$ cat src/sensor_id_pkg.sv
// Package with the register map, field layout and timing constants of the identity bank.
package sensor_id_pkg;

    // ------------------------------------------------------------------
    // Register map
    // ------------------------------------------------------------------
    localparam logic [7:0] ADDR_SERIAL_HIGH   = 8'h09;
    localparam logic [7:0] ADDR_SERIAL_MID    = 8'h0a;
    localparam logic [7:0] ADDR_SERIAL_LOW    = 8'h0b;
    localparam logic [7:0] ADDR_PART_IDENTITY = 8'h0c;

    localparam int         WORD_W       = 16;
    localparam int         ADDR_W       = 8;
    localparam int         SERIAL_W     = 48;
    localparam int         REV_W        = 4;
    localparam int         PART_CODE_W  = 12;
    localparam int         REV_LSB      = 12;
    localparam int         PART_LSB     = 0;
    localparam int         SERIAL_HI_LSB = 32;
    localparam int         SERIAL_MID_LSB = 16;
    localparam int         SERIAL_LO_LSB = 0;
    localparam logic [15:0] UNMAPPED_DATA = 16'h0000;

    // ------------------------------------------------------------------
    // Conversion timing
    // ------------------------------------------------------------------
    localparam int          CLK_PERIOD_PS   = 5000;
    localparam int          PERIOD_STEP_PS  = 500000000;
    localparam int          STEP_CYCLES     = PERIOD_STEP_PS / CLK_PERIOD_PS;
    localparam int          PERIOD_W        = 12;
    localparam logic [11:0] PERIOD_MIN      = 12'h00b;
    localparam logic [11:0] PERIOD_MAX      = 12'hfa0;
    localparam logic [11:0] PERIOD_DEFAULT  = 12'h7d0;

    // ------------------------------------------------------------------
    // Carriers
    // ------------------------------------------------------------------
    typedef struct packed {
        logic              rd;
        logic              wr;
        logic [7:0]        addr;
        logic [15:0]       wdata;
    } reg_req_t;

    typedef struct packed {
        logic              valid;
        logic [15:0]       data;
    } reg_rsp_t;

endpackage

$ cat src/sensor_identity_register_bank.sv
// Identity register bank with the periodic conversion timer.
//
// How it works
// Address 09h returns serial bits 47:32, read-only.
// Address 0Ah returns serial bits 31:16.
// Address 0Bh returns serial bits 15:0.
// Address 0Ch gives revision and part code.
// Conversions periodic, 1 s default, 5.5ms-2s.
// Fast register reads never disturb conversion timing.
// Identity reads have no side effects, repeatable.
`timescale 1ns/10ps
module sensor_identity_register_bank
    import sensor_id_pkg::*;
#(
    // Arbitrary neutral identity values, not those of any real part.
    parameter logic [47:0] SERIAL_NUMBER = 48'h0000_0000_0000,
    parameter logic [3:0]  REVISION      = 4'h3,
    parameter logic [11:0] PART_CODE     = 12'h5a7,
    parameter int          STEP_CYC      = STEP_CYCLES
)
(
    input  wire logic                clk_i,
    input  wire logic                srst_i,
    input  wire reg_req_t            reg_req_i,
    output reg_rsp_t                 reg_rsp_o,
    input  wire logic                period_wr_i,
    input  wire logic [PERIOD_W-1:0] period_i,
    output logic      [PERIOD_W-1:0] period_o,
    output logic                     conv_start_o
);

    // ------------------------------------------------------------------
    // Elaboration checks
    // ------------------------------------------------------------------
    // A zero step would leave the prescaler without a terminal count.
    if (STEP_CYC < 1)
    begin : g_bad_step
        $error("STEP_CYC must be at least one cycle");
    end

    // The timer fires at period minus one, so zero can never be a period.
    if (PERIOD_MIN == '0)
    begin : g_bad_min
        $error("PERIOD_MIN must be at least one step");
    end

    // Reset must land on a period that a write could also have set.
    if (PERIOD_DEFAULT < PERIOD_MIN || PERIOD_DEFAULT > PERIOD_MAX)
    begin : g_bad_default
        $error("PERIOD_DEFAULT must lie between PERIOD_MIN and PERIOD_MAX");
    end

    // The identity word packs revision above part code with nothing spare.
    if (REV_W + PART_CODE_W != WORD_W)
    begin : g_bad_ident_w
        $error("Revision and part code must fill one word");
    end

    if (REV_LSB != PART_LSB + PART_CODE_W)
    begin : g_bad_ident_pos
        $error("Revision must sit directly above the part code");
    end

    // The serial number is read as three whole words, high word first.
    if (SERIAL_W != 3 * WORD_W)
    begin : g_bad_serial_w
        $error("The serial number must span three words");
    end

    if (SERIAL_MID_LSB != SERIAL_LO_LSB + WORD_W
        || SERIAL_HI_LSB != SERIAL_MID_LSB + WORD_W)
    begin : g_bad_serial_pos
        $error("Serial words must follow each other without gaps");
    end

    // The carriers must agree with the widths that the decode assumes.
    if ($bits(reg_req_t) != 2 + ADDR_W + WORD_W || $bits(reg_rsp_t) != 1 + WORD_W)
    begin : g_bad_carrier
        $error("Register carriers must match the address and word widths");
    end

    localparam int STEP_W = $clog2(STEP_CYC + 1);

    // ------------------------------------------------------------------
    // Register read port
    // ------------------------------------------------------------------
    // Writes are accepted but discarded; the words are factory values.
    // Valid is registered beside the store's data register, so both change on one edge.
    // Unmapped addresses answer zero, so a stray read never leaves a host waiting.
    logic        rvalid_r;
    logic        rvalid_nxt;
    logic [15:0] rdata;

    id_word_store #(
        .SERIAL_NUMBER (SERIAL_NUMBER),
        .REVISION      (REVISION),
        .PART_CODE     (PART_CODE)
    ) u_store (
        .clk_i   (clk_i),
        .srst_i  (srst_i),
        .rd_i    (reg_req_i.rd),
        .addr_i  (reg_req_i.addr),
        .rdata_o (rdata)
    );

    always_comb
    begin
        rvalid_nxt = reg_req_i.rd;
    end

    always_ff @(posedge clk_i)
    begin
        if (srst_i)
            rvalid_r <= 1'b0;
        else
            rvalid_r <= rvalid_nxt;
    end

    assign reg_rsp_o.valid = rvalid_r;
    assign reg_rsp_o.data  = rdata;

    // ------------------------------------------------------------------
    // Conversion period setting
    // ------------------------------------------------------------------
    // Out-of-range requests are clamped so the timer never stalls or races.
    // Clamping rather than refusing means a host never sees a write ignored.
    logic [PERIOD_W-1:0] period_r;
    logic [PERIOD_W-1:0] period_nxt;

    always_comb
    begin
        period_nxt = period_r;
        if (period_wr_i)
        begin
            if (period_i < PERIOD_MIN)
                period_nxt = PERIOD_MIN;
            else if (period_i > PERIOD_MAX)
                period_nxt = PERIOD_MAX;
            else
                period_nxt = period_i;
        end
    end

    always_ff @(posedge clk_i)
    begin
        if (srst_i)
            period_r <= PERIOD_DEFAULT;
        else
            period_r <= period_nxt;
    end

    assign period_o = period_r;

    // ------------------------------------------------------------------
    // Step prescaler
    // ------------------------------------------------------------------
    // The timer reads nothing from the register port, so reads at any rate
    // cannot shift or drop a conversion.
    // A step is a fixed count of clocks, so another clock rate needs another STEP_CYC.
    logic [STEP_W-1:0]   step_cnt_r;
    logic [STEP_W-1:0]   step_cnt_nxt;
    logic                step_end;

    always_comb
    begin
        step_end     = (step_cnt_r >= STEP_W'(STEP_CYC - 1));
        step_cnt_nxt = step_cnt_r + STEP_W'(1);
        if (step_end)
            step_cnt_nxt = '0;
    end

    always_ff @(posedge clk_i)
    begin
        if (srst_i)
            step_cnt_r <= '0;
        else
            step_cnt_r <= step_cnt_nxt;
    end

    // ------------------------------------------------------------------
    // Conversion timer
    // ------------------------------------------------------------------
    // A period cut below the running count fires at the next step rather
    // than wrapping once through the whole counter range.
    logic [PERIOD_W-1:0] per_cnt_r;
    logic [PERIOD_W-1:0] per_cnt_nxt;
    logic                start_r;
    logic                start_nxt;

    always_comb
    begin
        per_cnt_nxt = per_cnt_r;
        start_nxt   = 1'b0;
        if (step_end)
        begin
            if (per_cnt_r >= period_r - PERIOD_W'(1))
            begin
                per_cnt_nxt = '0;
                start_nxt   = 1'b1;
            end
            else
                per_cnt_nxt = per_cnt_r + PERIOD_W'(1);
        end
    end

    always_ff @(posedge clk_i)
    begin
        if (srst_i)
        begin
            per_cnt_r <= '0;
            start_r   <= 1'b0;
        end
        else
        begin
            per_cnt_r <= per_cnt_nxt;
            start_r   <= start_nxt;
        end
    end

    assign conv_start_o = start_r;

endmodule

$ cat src/id_word_store.sv
// Read-only store of the four identity words with a registered read port.
`timescale 1ns/10ps
module id_word_store
    import sensor_id_pkg::*;
#(
    // Arbitrary neutral identity values, not those of any real part.
    parameter logic [47:0] SERIAL_NUMBER = 48'h0000_0000_0000,
    parameter logic [3:0]  REVISION      = 4'h3,
    parameter logic [11:0] PART_CODE     = 12'h5a7
)
(
    input  wire logic        clk_i,
    input  wire logic        srst_i,
    input  wire logic        rd_i,
    input  wire logic [7:0]  addr_i,
    output logic      [15:0] rdata_o
);

    logic [15:0] rdata_r;
    logic [15:0] rdata_nxt;

    // ------------------------------------------------------------------
    // Decode
    // ------------------------------------------------------------------
    always_comb
    begin
        rdata_nxt = rdata_r;
        if (rd_i)
        begin
            if (addr_i == ADDR_SERIAL_HIGH)
                rdata_nxt = SERIAL_NUMBER[SERIAL_HI_LSB +: WORD_W];
            else if (addr_i == ADDR_SERIAL_MID)
                rdata_nxt = SERIAL_NUMBER[SERIAL_MID_LSB +: WORD_W];
            else if (addr_i == ADDR_SERIAL_LOW)
                rdata_nxt = SERIAL_NUMBER[SERIAL_LO_LSB +: WORD_W];
            else if (addr_i == ADDR_PART_IDENTITY)
                rdata_nxt = {REVISION, PART_CODE};
            else
                rdata_nxt = UNMAPPED_DATA;
        end
    end

    always_ff @(posedge clk_i)
    begin
        if (srst_i)
            rdata_r <= UNMAPPED_DATA;
        else
            rdata_r <= rdata_nxt;
    end

    assign rdata_o = rdata_r;

endmodule

$ cat config.mk
export PLATFORM = sky130hd
export DESIGN_NAME = sensor_identity_register_bank
export DESIGN_NICKNAME = d
export VERILOG_FILES = /design/src/sensor_id_pkg.sv /design/src/sensor_identity_register_bank.sv /design/src/id_word_store.sv
export SDC_FILE = /design/constraint.sdc
export NUM_CORES = 1
export LEC_CHECK = 0
export ABC_AREA = 1
export BUFFER_PORTS_ARGS = -buffer_cell sky130_fd_sc_hd__buf_2
export CELL_PAD_IN_SITES_DETAIL_PLACEMENT = 0
export CELL_PAD_IN_SITES_GLOBAL_PLACEMENT = 1
export CORE_MARGIN = 2
export CORE_UTILIZATION = 40
export CTS_CLUSTER_SIZE = 40
export DETAILED_ROUTE_END_ITERATION = 8
export GPL_TIMING_DRIVEN = 0
export MAX_ROUTING_LAYER = met4
export PLACE_DENSITY_LB_ADDON = 0.08
export SLEW_MARGIN = 30
export SYNTH_ARGS = -nofsm -noshare
export SYNTH_HDL_FRONTEND = slang
export SYNTH_SLANG_ARGS = --single-unit
$ cat constraint.sdc
create_clock -name clk_i -period 8.2 [get_ports clk_i]
set_clock_uncertainty 0.2 [all_clocks]
set_input_delay 1.23 -clock clk_i [delete_from_list [all_inputs] [get_ports clk_i]]
set_output_delay 1.23 -clock clk_i [all_outputs]
set_load 0.1 [all_outputs]
* Word level (Yosys, flattened, before mapping)
Cells that the tools add are included.
Storage, ports and cells: word-level logic and storage cells 28, bits in registers 59, input port bits 41, output and inout bits 30
Operators by class: reduce and logical (&&, ||, !) cells 2, $add $sub $neg 3, $lt $le $gt $ge 4, eq/ne operators 4, bitwise logic cells 1, mux-type cells 8
Operator list (number):
- 16-bit 2-to-1 mux | 3
- 12-bit 2-to-1 mux | 3
- 8-bit by 4-bit == test with 1-bit output (second input constant) | 4
- 17-bit by 1-bit adder with 17-bit output (second input constant) | 1
- 17-bit greater-or-equal comparator (second input constant) | 1
- 14-bit 2-to-1 mux | 1
- 12-bit by 1-bit adder with 12-bit output (second input constant) | 1
- 12-bit greater-or-equal comparator | 1
- 12-bit greater-than comparator (second input constant) | 1
- 12-bit by 4-bit < comparator with 1-bit output (second input constant) | 1
- 12-bit by 1-bit subtractor with 12-bit output (second input constant) | 1
- 2-bit OR reduction | 2
- 1-bit 2-to-1 mux | 1
- 1-bit NOT | 1

* Logic depth before layout (Yosys ltp)
Gate-level depths: netlist of the first run.
word-level depth 5, mapped depth 18, gate-level depth less buffers 17

* Hierarchy
A second synthesis of the first run with hierarchy kept.
Unflattened totals: cells, all modules 432, area, all modules 2942.8 sq um
Modules (own cells, without submodules):
- sensor_identity_register_bank | seq. area each 860.8 sq um, cells an instance 403, area an instance 2755.1 sq um, instances 1
- id_word_store | seq. area each 20.0 sq um, cells an instance 29, area an instance 187.7 sq um, instances 1

* Worst setup path after synthesis of the first run
OpenSTA, ideal clock, no wires.
path type reg-to-reg, from register period_r[0], in the netlist period_o[0], to register per_cnt_r[3], setup slack 4.904 ns, stages on the path, launching flop included 19, buffers on the path 1, arrival 2.984 ns, period minus slack after synthesis 3.296 ns, setup time 0.112 ns, required time 7.888 ns, cells stage by stage dfxtp_1 inv_1 ha_1 nand3_1 nor3_1 nand3_1 xor2_1 inv_1 ha_1 nand2_1 nor2_1 nand2_1 nor2_1 nand2_1 nand3_1 buf_2 nor2_1 nand2_1 nand2_1
Between the ends: cells in the longest elaborated chain, start to end 3
RTL lines:
- start: declaration | line sensor_identity_register_bank.sv:127 | logic [PERIOD_W-1:0] period_r;
- start signal: assignment | line sensor_identity_register_bank.sv:149 | period_r <= period_nxt;
- 12-bit by 1-bit subtractor with 12-bit output | line sensor_identity_register_bank.sv:196 | if (per_cnt_r >= period_r - PERIOD_W'(1))
- 12-bit greater-or-equal comparator | line sensor_identity_register_bank.sv:196
- 12-bit 2-to-1 mux | line sensor_identity_register_bank.sv:196
- end signal: assignment | line sensor_identity_register_bank.sv:215 | per_cnt_r <= per_cnt_nxt;
- end: declaration | line sensor_identity_register_bank.sv:185 | logic [PERIOD_W-1:0] per_cnt_r;
No other way between the ends. A chain may end at the register's enable or synchronous reset.

* Final worst setup path of the first run
from register period_r[0], in the netlist period_o[0], to register per_cnt_r[5]
Same word-level chain as after synthesis.

==> metrics.txt, run 1 <==
outcome finished, final reports clean; share of cells above drive strength 1 0.190; Die Height approximately 87 µm; xor/xnor share of the synthesized area 0.0769; post-synthesis mux area share 0; fin nets 523; DP HPWL 4490 µm; post-synthesis sequential area ratio 0.322; # setup viols final 0; Clock Power Share 0.329; WP data required 8.19 ns; fin util 0.476; Initial Util 0.407; placed instance area 3090 µm²; finished layout cell area between 3000 and 4000 µm²; Critical path origin period_o[0]; largest family of logic cells by synthesized area simple AND/OR/NAND/NOR gates; Startpoint Class register; CP Cell Sequence inv_1 -> ha_1 -> nand3_1 -> nor3_1 -> nand3_1 -> xor2_1 -> inv_1 -> ha_1 -> nand2_1 -> nor2_1 -> nand2_1 -> nor2_1 -> nand2_1 -> nand3_1 -> buf_2 -> nor2_1 -> nand2_1 -> nand2_1; Max transition margin 0.665; Crit path arrival time 2.99 ns; die area 7520 µm²; PD cells between 150 and 200 nW/µm²; Core ar. approximately 6700 µm²; vias in the first global route 2,352; Pint 0.336 mW; Tightest Pin Transition 0.503 ns; leakage power about 1.5 nW; # DRC 0; Register Area about 880 µm²; RePlAce Congestion 0.841; Critical Path Fanout Max 10; number of port buffers 46; Final period util 0.365; Yosys warnings 0; sequential power share 0.447; Post-CTS Hold Fix Bufs 0; antenna-violating nets left 0; number of max-cap violations 0; I/O Pins 71; Comb power frac 0.224; DRT Pass-1 Iters 4; root buffer cell clkbuf_8; setup TNS 0 ns; final setup margin 5.21 ns; Peak Freq between 0.3 and 0.4 GHz; switching power 0.169 mW; most frequent CP cell nand2_1; Hold Path Class register to register; die width 86.7 µm; global-route wire length before repair around 10,000 µm; Final min period 2.99 ns; CP delay by family, top simple AND/OR/NAND/NOR gates; GRT Total Usage 0.177; Clock Sinks 44; post-CTS setup buffer count 0; clock buffer depth 2; peak supply drop just over 0.07 mV; drt via density 4.52; Initial DRC Count 78; Setup Slack @ Placement 5.18 ns; slowest CP cell dfxtp_1; reg-to-reg startpoint period_o[0]; Distinct cells, synth 34; Synth Area in Compound Gates 0.0682; Fin. Hold Viols 0; Rows 30; most frequent cells in the layout 110 x nand2_1, 67 x nor2_1, 48 x buf_2; H-tree Lvls 2; flop2flop setup slack 5.21 ns; Gate Count Post-Synth about 400; critical path capture point type register; post_cts resized 0; WS Path Type register to register; clock slew at reported path FFs 0.09 ns; Routed wire per std cell 10.4 µm; Syn Std Cell Area 2740 µm²; largest net degree at the start of global routing 15; CP bufs+invs 3; Sw Ratio 0.334; Post-Synth Simple-Gate Area 0.348; CP peak stage delay 0.34 ns; syn avg cell area about 6.7 µm²; Fillers a little over 700; Synth Area in Adders 0.0686; FF+latch count, synth 44; Hold Slack 0.265 ns; Hold Startpoint step_cnt_r[0]; RSZ-0062 raised after global routing no; CTS tree built; WL final 5690 µm; area of the multi-input gates 1560 µm²; total grt overflow 0; initial antenna violation count 0; Area growth syn-to-layout 17.0%; Worst-Skew Late Latency between 0.2 and 0.3 ns; Slew Viols, Final 0; commonest non-fill, non-tap cell in the layout nand2_1; ant diodes 0; vias 2,479; CTS buffer count 5
==> path summary, 6_finish.rpt <==
kind | endpoint | cells past startpoint
setup / recovery | per_cnt_r[5] | 18
hold / removal | step_cnt_r[0] | 1
setup reg to reg | per_cnt_r[5] | 18
hold reg to reg | step_cnt_r[0] | 1
==> cell type report <==
cell class / instances / area share
sequential: 44 / 0.275
buffer: 22 / 0.0489
tap: 80 / 0.0313
clock buffer: 5 / 0.0215
multi-input combinational: 306 / 0.488
inverter: 42 / 0.0493
timing repair buffer: 46 / 0.0720
clock inverter: 3 / 0.0133
==> through the flow <==
| step | instances | power, mW |
|---|---|---|
| 5_1_grt | 548 | 0.531 |
| 2_1_floorplan | 414 | 0.323 |
| 6_report | 548 | 0.504 |
| 3_5_place_dp | 540 | 0.344 |
| 3_3_place_gp | 540 | 0.343 |
| 4_1_cts | 548 | 0.512 |
==> flip-flops by register name (all words and copies together), names as in the netlist <==
name / count
step_cnt_r: 17
per_cnt_r: 12
period_o: 12
conv_start_o: 1
rvalid_r: 1
u_store.rdata_o: 1
==> layer usage <==
metal	track usage	vias to the layer above	wire length, µm
li1	-	1379	-
met1	0.247	1044	3070
met2	0.261	52	2350
met3	0.0343	4	202
met4	0.0469	0	65
met5	-	-	0
==> logic make-up after synthesis <==
logic type      Yosys count
compound gates           36
buf+inv                  64
flops                    44
fa+ha+maj                15
other cells               1
xor+xnor                 24
simple gates            224
==> cells in the mapped netlist (all sizes together) <==
| cell | instances | area [µm²] |
|---|---|---|
| a21o | 1 | 7.51 |
| a21oi | 20 | 100 |
| a31oi | 1 | 6.26 |
| and3 | 1 | 6.26 |
| buf | 20 | 149 |
| clkbuf | 2 | 7.51 |
| clkinv | 1 | 3.75 |
| conb | 1 | 3.75 |
| dfxtp | 44 | 881 |
| ha | 15 | 188 |
| inv | 41 | 154 |
| nand2 | 110 | 413 |
| nand3 | 25 | 135 |
| nand4 | 5 | 37.5 |
| nor2 | 69 | 269 |
| nor2b | 1 | 6.26 |
| nor3 | 9 | 60.1 |
| nor4 | 1 | 6.26 |
| o21a | 1 | 7.51 |
| o21ai | 13 | 65.1 |
| or2 | 3 | 18.8 |
| xnor2 | 8 | 70.1 |
| xor2 | 16 | 140 |
==> power groups by stage <==
stage,Clock [mW],Sequential [mW],Combinational [mW]
after floorplan,0,0.260,0.0635
after global placement,0,0.231,0.112
after detailed placement,0,0.231,0.113
after CTS,0.173,0.226,0.114
after global routing,0.182,0.227,0.122
final,0.166,0.226,0.113
No activity file was read; power rests on OpenSTA's default activity.
==> run 2: changes to the inputs <==
- CORE_UTILIZATION: 40 -> 37
- clock period: 8.2 -> 3 ns (I/O delays scaled with it)
==> run 2 against run 1 <==
Sequential power increased to 2.7 times the previous value. Non-clock buffer count rose by 1. Utilization decreased by 2.5 points. Register-to-register slack got worse by 4.9 ns. Critical path depth stayed put. Sequential share of layout area down 0.35 points. Cell count grew 3.6%. Critical endpoint is now per_cnt_r[4].
==> metrics.txt, run 2 (synthesis results as in run 1) <==
Initial Util 0.379 (was 0.407); # setup viols final 0 (unchanged); Hold Startpoint reg_req_i[25] (was step_cnt_r[0]); hold path endpoint u_store.rdata_o[12] (was step_cnt_r[0]); Hold Crit Depth 2 (was 1); Core ar. 7210 µm² (was 6720 µm²); Fillers 801 (was 710); Worst-Skew Late Latency 0.29 ns (about the same); finished layout cell area 3250 µm² (was 3200 µm²); vias in the first global route 2,321 (was 2,352); total grt overflow 0 (unchanged); vias 2,506 (was 2,479); number of max-cap violations 0 (unchanged); CP Cell Sequence inv_2 -> ha_2 -> nand3_2 -> nor3_2 -> nand3_1 -> xor2_1 -> inv_1 -> ha_1 -> nand2_1 -> nor2_1 -> nand2_1 -> nor2_1 -> nand2_1 -> nand3_2 -> buf_6 -> nor2_1 -> nand2_1 -> nand2_1 (was inv_1 -> ha_1 -> nand3_1 -> nor3_1 -> nand3_1 -> xor2_1 -> inv_1 -> ha_1 -> nand2_1 -> nor2_1 -> nand2_1 -> nor2_1 -> nand2_1 -> nand3_1 -> buf_2 -> nor2_1 -> nand2_1 -> nand2_1); PD cells 423 nW/µm² (was 158 nW/µm²); reg-to-reg startpoint period_o[0] (unchanged); Critical Path Fanout Max 10 (unchanged); die width 90.0 µm (was 86.7 µm); Cells after DPL 559 (was 540); flop2flop setup slack 0.27 ns (was 5.21 ns); antenna-violating nets left 0 (unchanged); WS Path Type register to register (unchanged); Routed wire per std cell 10.2 µm (was 10.4 µm); die area 8100 µm² (was 7520 µm²); CP bufs+invs 3 (unchanged); I/O Pins 71 (unchanged); Die Height 90.0 µm (was 86.7 µm); Tightest Pin Transition 0.562 ns (was 0.503 ns); final setup margin 0.270 ns (was 5.21 ns); Clock Sinks 44 (unchanged); CP delay by family, top simple AND/OR/NAND/NOR gates (unchanged); Area growth syn-to-layout 19.0% (was 17.0%); fin nets 524 (was 523); Slew Viols, Final 0 (unchanged); most frequent cells in the layout 110 x nand2_1, 67 x nor2_1, 47 x buf_2 (was 110 x nand2_1, 67 x nor2_1, 48 x buf_2); slowest CP cell dfxtp_2 (was dfxtp_1); max reg flops 17 (unchanged); number of port buffers 46 (unchanged); Setup Slack @ Placement -0.0380 ns (was 5.18 ns); outcome finished, final reports clean (unchanged); GRT Total Usage 0.152 (was 0.177); Startpoint Class register (unchanged); critical path capture point type register (unchanged); drt via density 4.41 (was 4.52); share of cells above drive strength 1 0.207 (was 0.190); CP peak stage delay 0.34 ns (about the same); Rows 31 (was 30); Max transition margin 0.626 (was 0.665); peak supply drop 0.153 mV (was 0.0711 mV); WP data required 3.00 ns (was 8.19 ns); most flop-heavy register step_cnt_r (unchanged); clock slew at reported path FFs 0.08 ns (was 0.09 ns); # DRC 0 (unchanged); Crit path arrival time 2.73 ns (was 2.99 ns); CTS buffer count 5 (unchanged); Final period util 0.910 (was 0.365); WL final 5780 µm (was 5690 µm); H-tree Lvls 2 (unchanged); Initial DRC Count 59 (was 78); R2R depth 18 (unchanged); Hold Path Class input port to register (was register to register); most frequent CP cell nand2_1 (unchanged); Fin. Hold Viols 0 (unchanged); Hold Slack 0.147 ns (was 0.265 ns); Peak Freq 0.366 GHz (was 0.334 GHz); Final Non-Filler Cells 568 (was 548); CTS tree built (unchanged); RSZ-0062 raised after global routing no (unchanged); clock buffer depth 2 (unchanged); Final min period 2.73 ns (was 2.99 ns); root buffer cell clkbuf_8 (unchanged); ant diodes 0 (unchanged); largest net degree at the start of global routing 14 (was 15); RR Endpoint per_cnt_r[4] (was per_cnt_r[5]); global-route wire length before repair 10,100 µm (was 10,500 µm); placed instance area 3120 µm² (was 3090 µm²); initial antenna violation count 0 (unchanged); commonest non-fill, non-tap cell in the layout nand2_1 (unchanged); DRT Pass-1 Iters 4 (unchanged); RePlAce Congestion 0.791 (was 0.841); leakage power 1.55 nW (was 1.54 nW); DP HPWL 4500 µm (was 4490 µm)
run 2: changes by cell type in the layout (fill, tap and decap cells not counted), moves of 2 or more:
cell / change
dfxtp_1: -3
dfxtp_2: +3
nand3_1: -2
nand3_2: +2
run 2: repair_timing:
| action | in CTS | in global routing |
|---|---|---|
| gates resized for setup | 1 | 7 |
| setup endpoints to repair | 10 | 10 |
| pin swaps | 0 | 2 |
| gates cloned | 0 | 0 |
| buffers inserted | 0 | 1 |
| hold buffers | 0 | 0 |
run 2: worst max path at each step:
stage,start,to,slack (ns),cells after the start
after floorplan,period_o[3],per_cnt_r[3],0.003,17
after global placement,period_o[0],per_cnt_r[8],-0.02,18
after detailed placement,period_o[0],per_cnt_r[3],-0.04,18
after CTS,period_o[0],per_cnt_r[11],0.03,18
after global routing,period_o[0],per_cnt_r[5],0.009,18
final,period_o[0],per_cnt_r[4],0.27,18
run 2: through the flow:
stage          setup TNS [ns]  utilization  power (mW)
2_1_floorplan               0            -       0.885
3_3_place_gp           -0.124        0.432       0.938
3_5_place_dp           -0.311        0.432       0.940
4_1_cts                     0        0.447        1.39
5_1_grt                     0        0.451        1.44
6_report                    0        0.451        1.38
run 2: per-layer routing:
metal | track usage | up-vias | share of wire
met5 | - | - | 0
met4 | 0.0423 | 0 | 0.0099
met3 | 0.0226 | 5 | 0.036
met2 | 0.250 | 53 | 0.43
met1 | 0.197 | 1066 | 0.52
li1 | - | 1382 | -
run 2: area by class of cell:
| cell class | count | area, µm² | share of cell area |
|---|---|---|---|
| Inverter | 42 | 158 | 0.0484 |
| Sequential cell | 44 | 885 | 0.272 |
| Clock buffer | 6 | 72.6 | 0.0223 |
| Timing Repair Buffer | 47 | 238 | 0.0730 |
| Tap cell | 99 | 124 | 0.0381 |
| Clock inverter | 2 | 35.0 | 0.0108 |
| Multi-Input combinational cell | 306 | 1580 | 0.486 |
| Buffer | 22 | 163 | 0.0500 |
run 2: power by group:
part           internal (mW)  switching, mW
logic                 0.0726          0.236
registers              0.600         0.0176
clock network          0.247          0.202
total                  0.920          0.456
==> run 3: changes to the inputs <==
- BUFFER_PORTS_ARGS: -buffer_cell sky130_fd_sc_hd__buf_2 -> default
- CAP_MARGIN: default -> 10
- CORE_UTILIZATION: 37 -> 44
- DONT_BUFFER_PORTS: default -> 1
- SKIP_CTS_REPAIR_TIMING: default -> 1
==> run 3 against run 2 <==
Sequential share of layout area rose by 2.2 points. First-iteration DRC count rose by 29%. Register-to-register slack barely moved. Highest routed layer unchanged.
==> metrics.txt, run 3 (synthesis results as in run 1) <==
Slew Viols, Final 0 (unchanged); Core ar. 5960 µm² (was 7210 µm²); Final period util 0.914 (was 0.910); CP delay by family, top simple AND/OR/NAND/NOR gates (unchanged); Initial Util 0.459 (was 0.379); WP data required 2.99 ns (was 3.00 ns); GRT Total Usage 0.173 (was 0.152); drt via density 4.71 (was 4.41); DRT Pass-1 Iters 4 (unchanged); Setup Slack @ Placement -0.277 ns (was -0.0380 ns); Crit path arrival time 2.73 ns (about the same); Clock Power Share 0.370 (was 0.327); ant diodes 0 (unchanged); Final Power 1.43 mW (was 1.38 mW); DP HPWL 4320 µm (was 4500 µm); total grt overflow 0 (unchanged); Hold Path Class input port to register (unchanged); I/O Pins 71 (unchanged); Pint 0.983 mW (was 0.920 mW); vias 2,344 (was 2,506); Area growth syn-to-layout 13.4% (was 19.0%); CP bufs+invs 3 (unchanged); outcome finished, final reports clean (unchanged); slowest CP cell dfxtp_4 (was dfxtp_2); Startpoint Class register (unchanged); Initial DRC Count 76 (was 59); Hold Slack 0.0310 ns (was 0.147 ns); number of port buffers 0 (was 46); finished layout cell area 3100 µm² (was 3250 µm²); # setup viols final 0 (unchanged); Tightest Pin Transition 0.930 ns (was 0.562 ns); die width 82.8 µm (was 90.0 µm); Comb power frac 0.138 (was 0.224); die area 6860 µm² (was 8100 µm²); Final Non-Filler Cells 498 (was 568); PD cells 462 nW/µm² (was 423 nW/µm²); final setup margin 0.259 ns (was 0.270 ns); most flop-heavy register step_cnt_r (unchanged); antenna-violating nets left 0 (unchanged); H-tree Lvls 2 (unchanged); Die Height 82.8 µm (was 90.0 µm); CP peak stage delay 0.46 ns (was 0.34 ns); Clock Sinks 44 (unchanged); leakage power 1.39 nW (was 1.55 nW); commonest non-fill, non-tap cell in the layout nand2_1 (unchanged); max reg flops 17 (unchanged); number of max-cap violations 0 (unchanged); clock buffer depth 2 (unchanged); Critical Path Fanout Max 5 (was 10); WL final 5710 µm (was 5780 µm); share of cells above drive strength 1 0.158 (was 0.207); largest net degree at the start of global routing 14 (unchanged); CP Cell Sequence inv_2 -> ha_4 -> nand3_2 -> nor3_4 -> nand3_2 -> xor2_1 -> inv_1 -> ha_1 -> nand2_1 -> nor2_2 -> nand2_1 -> nor2_1 -> nand2_1 -> nand3_4 -> buf_6 -> nor2_1 -> nand2_1 -> nand2_1 (was inv_2 -> ha_2 -> nand3_2 -> nor3_2 -> nand3_1 -> xor2_1 -> inv_1 -> ha_1 -> nand2_1 -> nor2_1 -> nand2_1 -> nor2_1 -> nand2_1 -> nand3_2 -> buf_6 -> nor2_1 -> nand2_1 -> nand2_1); Sw Ratio 0.314 (was 0.331); Routed wire per std cell 11.5 µm (was 10.2 µm); initial antenna violation count 0 (unchanged); sequential power share 0.492 (was 0.449); CTS tree built (unchanged); Peak Freq 0.365 GHz (was 0.366 GHz); switching power 0.450 mW (was 0.456 mW); Final min period 2.74 ns (was 2.73 ns); Max transition margin 0.379 (was 0.626); Rows 28 (was 31); Fin. Hold Viols 0 (unchanged); RePlAce Congestion 0.822 (was 0.791); most frequent CP cell nand2_1 (unchanged); fin nets 479 (was 524); most frequent cells in the layout 110 x nand2_1, 65 x nor2_1, 33 x inv_1 (was 110 x nand2_1, 67 x nor2_1, 47 x buf_2); Cells after DPL 489 (was 559); critical path capture point type register (unchanged); setup TNS 0 ns (unchanged); Worst-Skew Late Latency 0.30 ns (was 0.29 ns); fin util 0.521 (was 0.451); WS Path Type register to register (unchanged); peak supply drop 0.282 mV (was 0.153 mV); placed instance area 2860 µm² (was 3120 µm²); clock slew at reported path FFs 0.08 ns (about the same); vias in the first global route 2,229 (was 2,321); global-route wire length before repair 9700 µm (was 10,100 µm); root buffer cell clkbuf_8 (unchanged); # DRC 0 (unchanged); CTS buffer count 5 (unchanged)
run 3: cell types whose count changed in the layout (fill, tap and decap cells not counted), sizes merged:
cell / before / now
clkinv: 2 / 1
clkbuf: 8 / 7
buf: 67 / 22
bufinv: 1 / 2
run 3: path summary, 6_finish.rpt:
| path | start | to | slack [ns] | cells after the start |
|---|---|---|---|---|
| hold / removal | reg_req_i[25] | u_store.rdata_o[12] | 0.03 | 1 |
| hold reg to reg | step_cnt_r[0] | step_cnt_r[0] | 0.26 | 1 |
| setup / recovery | period_o[1] | per_cnt_r[5] | 0.26 | 18 |
| setup reg to reg | period_o[1] | per_cnt_r[5] | 0.26 | 18 |
run 3: routing by layer:
metal  part of all wire  vias to the layer above  track usage
met3              0.053                        2       0.0447
met2               0.42                       52        0.260
met1               0.52                     1000        0.231
met5                  0                        -            -
li1                   -                     1290            -
met4             0.0072                        0       0.0507
run 3: power groups by stage:
| stage | logic [mW] | registers (mW) | clock network [mW] |
|---|---|---|---|
| floorplan | 0.173 | 0.711 | 0 |
| global placement | 0.189 | 0.716 | 0 |
| detailed placement | 0.190 | 0.718 | 0 |
| CTS | 0.191 | 0.704 | 0.542 |
| global route | 0.218 | 0.709 | 0.566 |
| finish | 0.198 | 0.705 | 0.530 |
run 3: cell type report:
cell class / instances / area (µm²)
Buffer: 22 / 163
Clock buffer: 5 / 68.8
Clock inverter: 2 / 60.1
Fill cell: 617 / 2850
Inverter: 42 / 160
Multi-Input combinational cell: 306 / 1630
Sequential cell: 44 / 912
Tap cell: 75 / 93.8
Timing Repair Buffer: 2 / 18.8
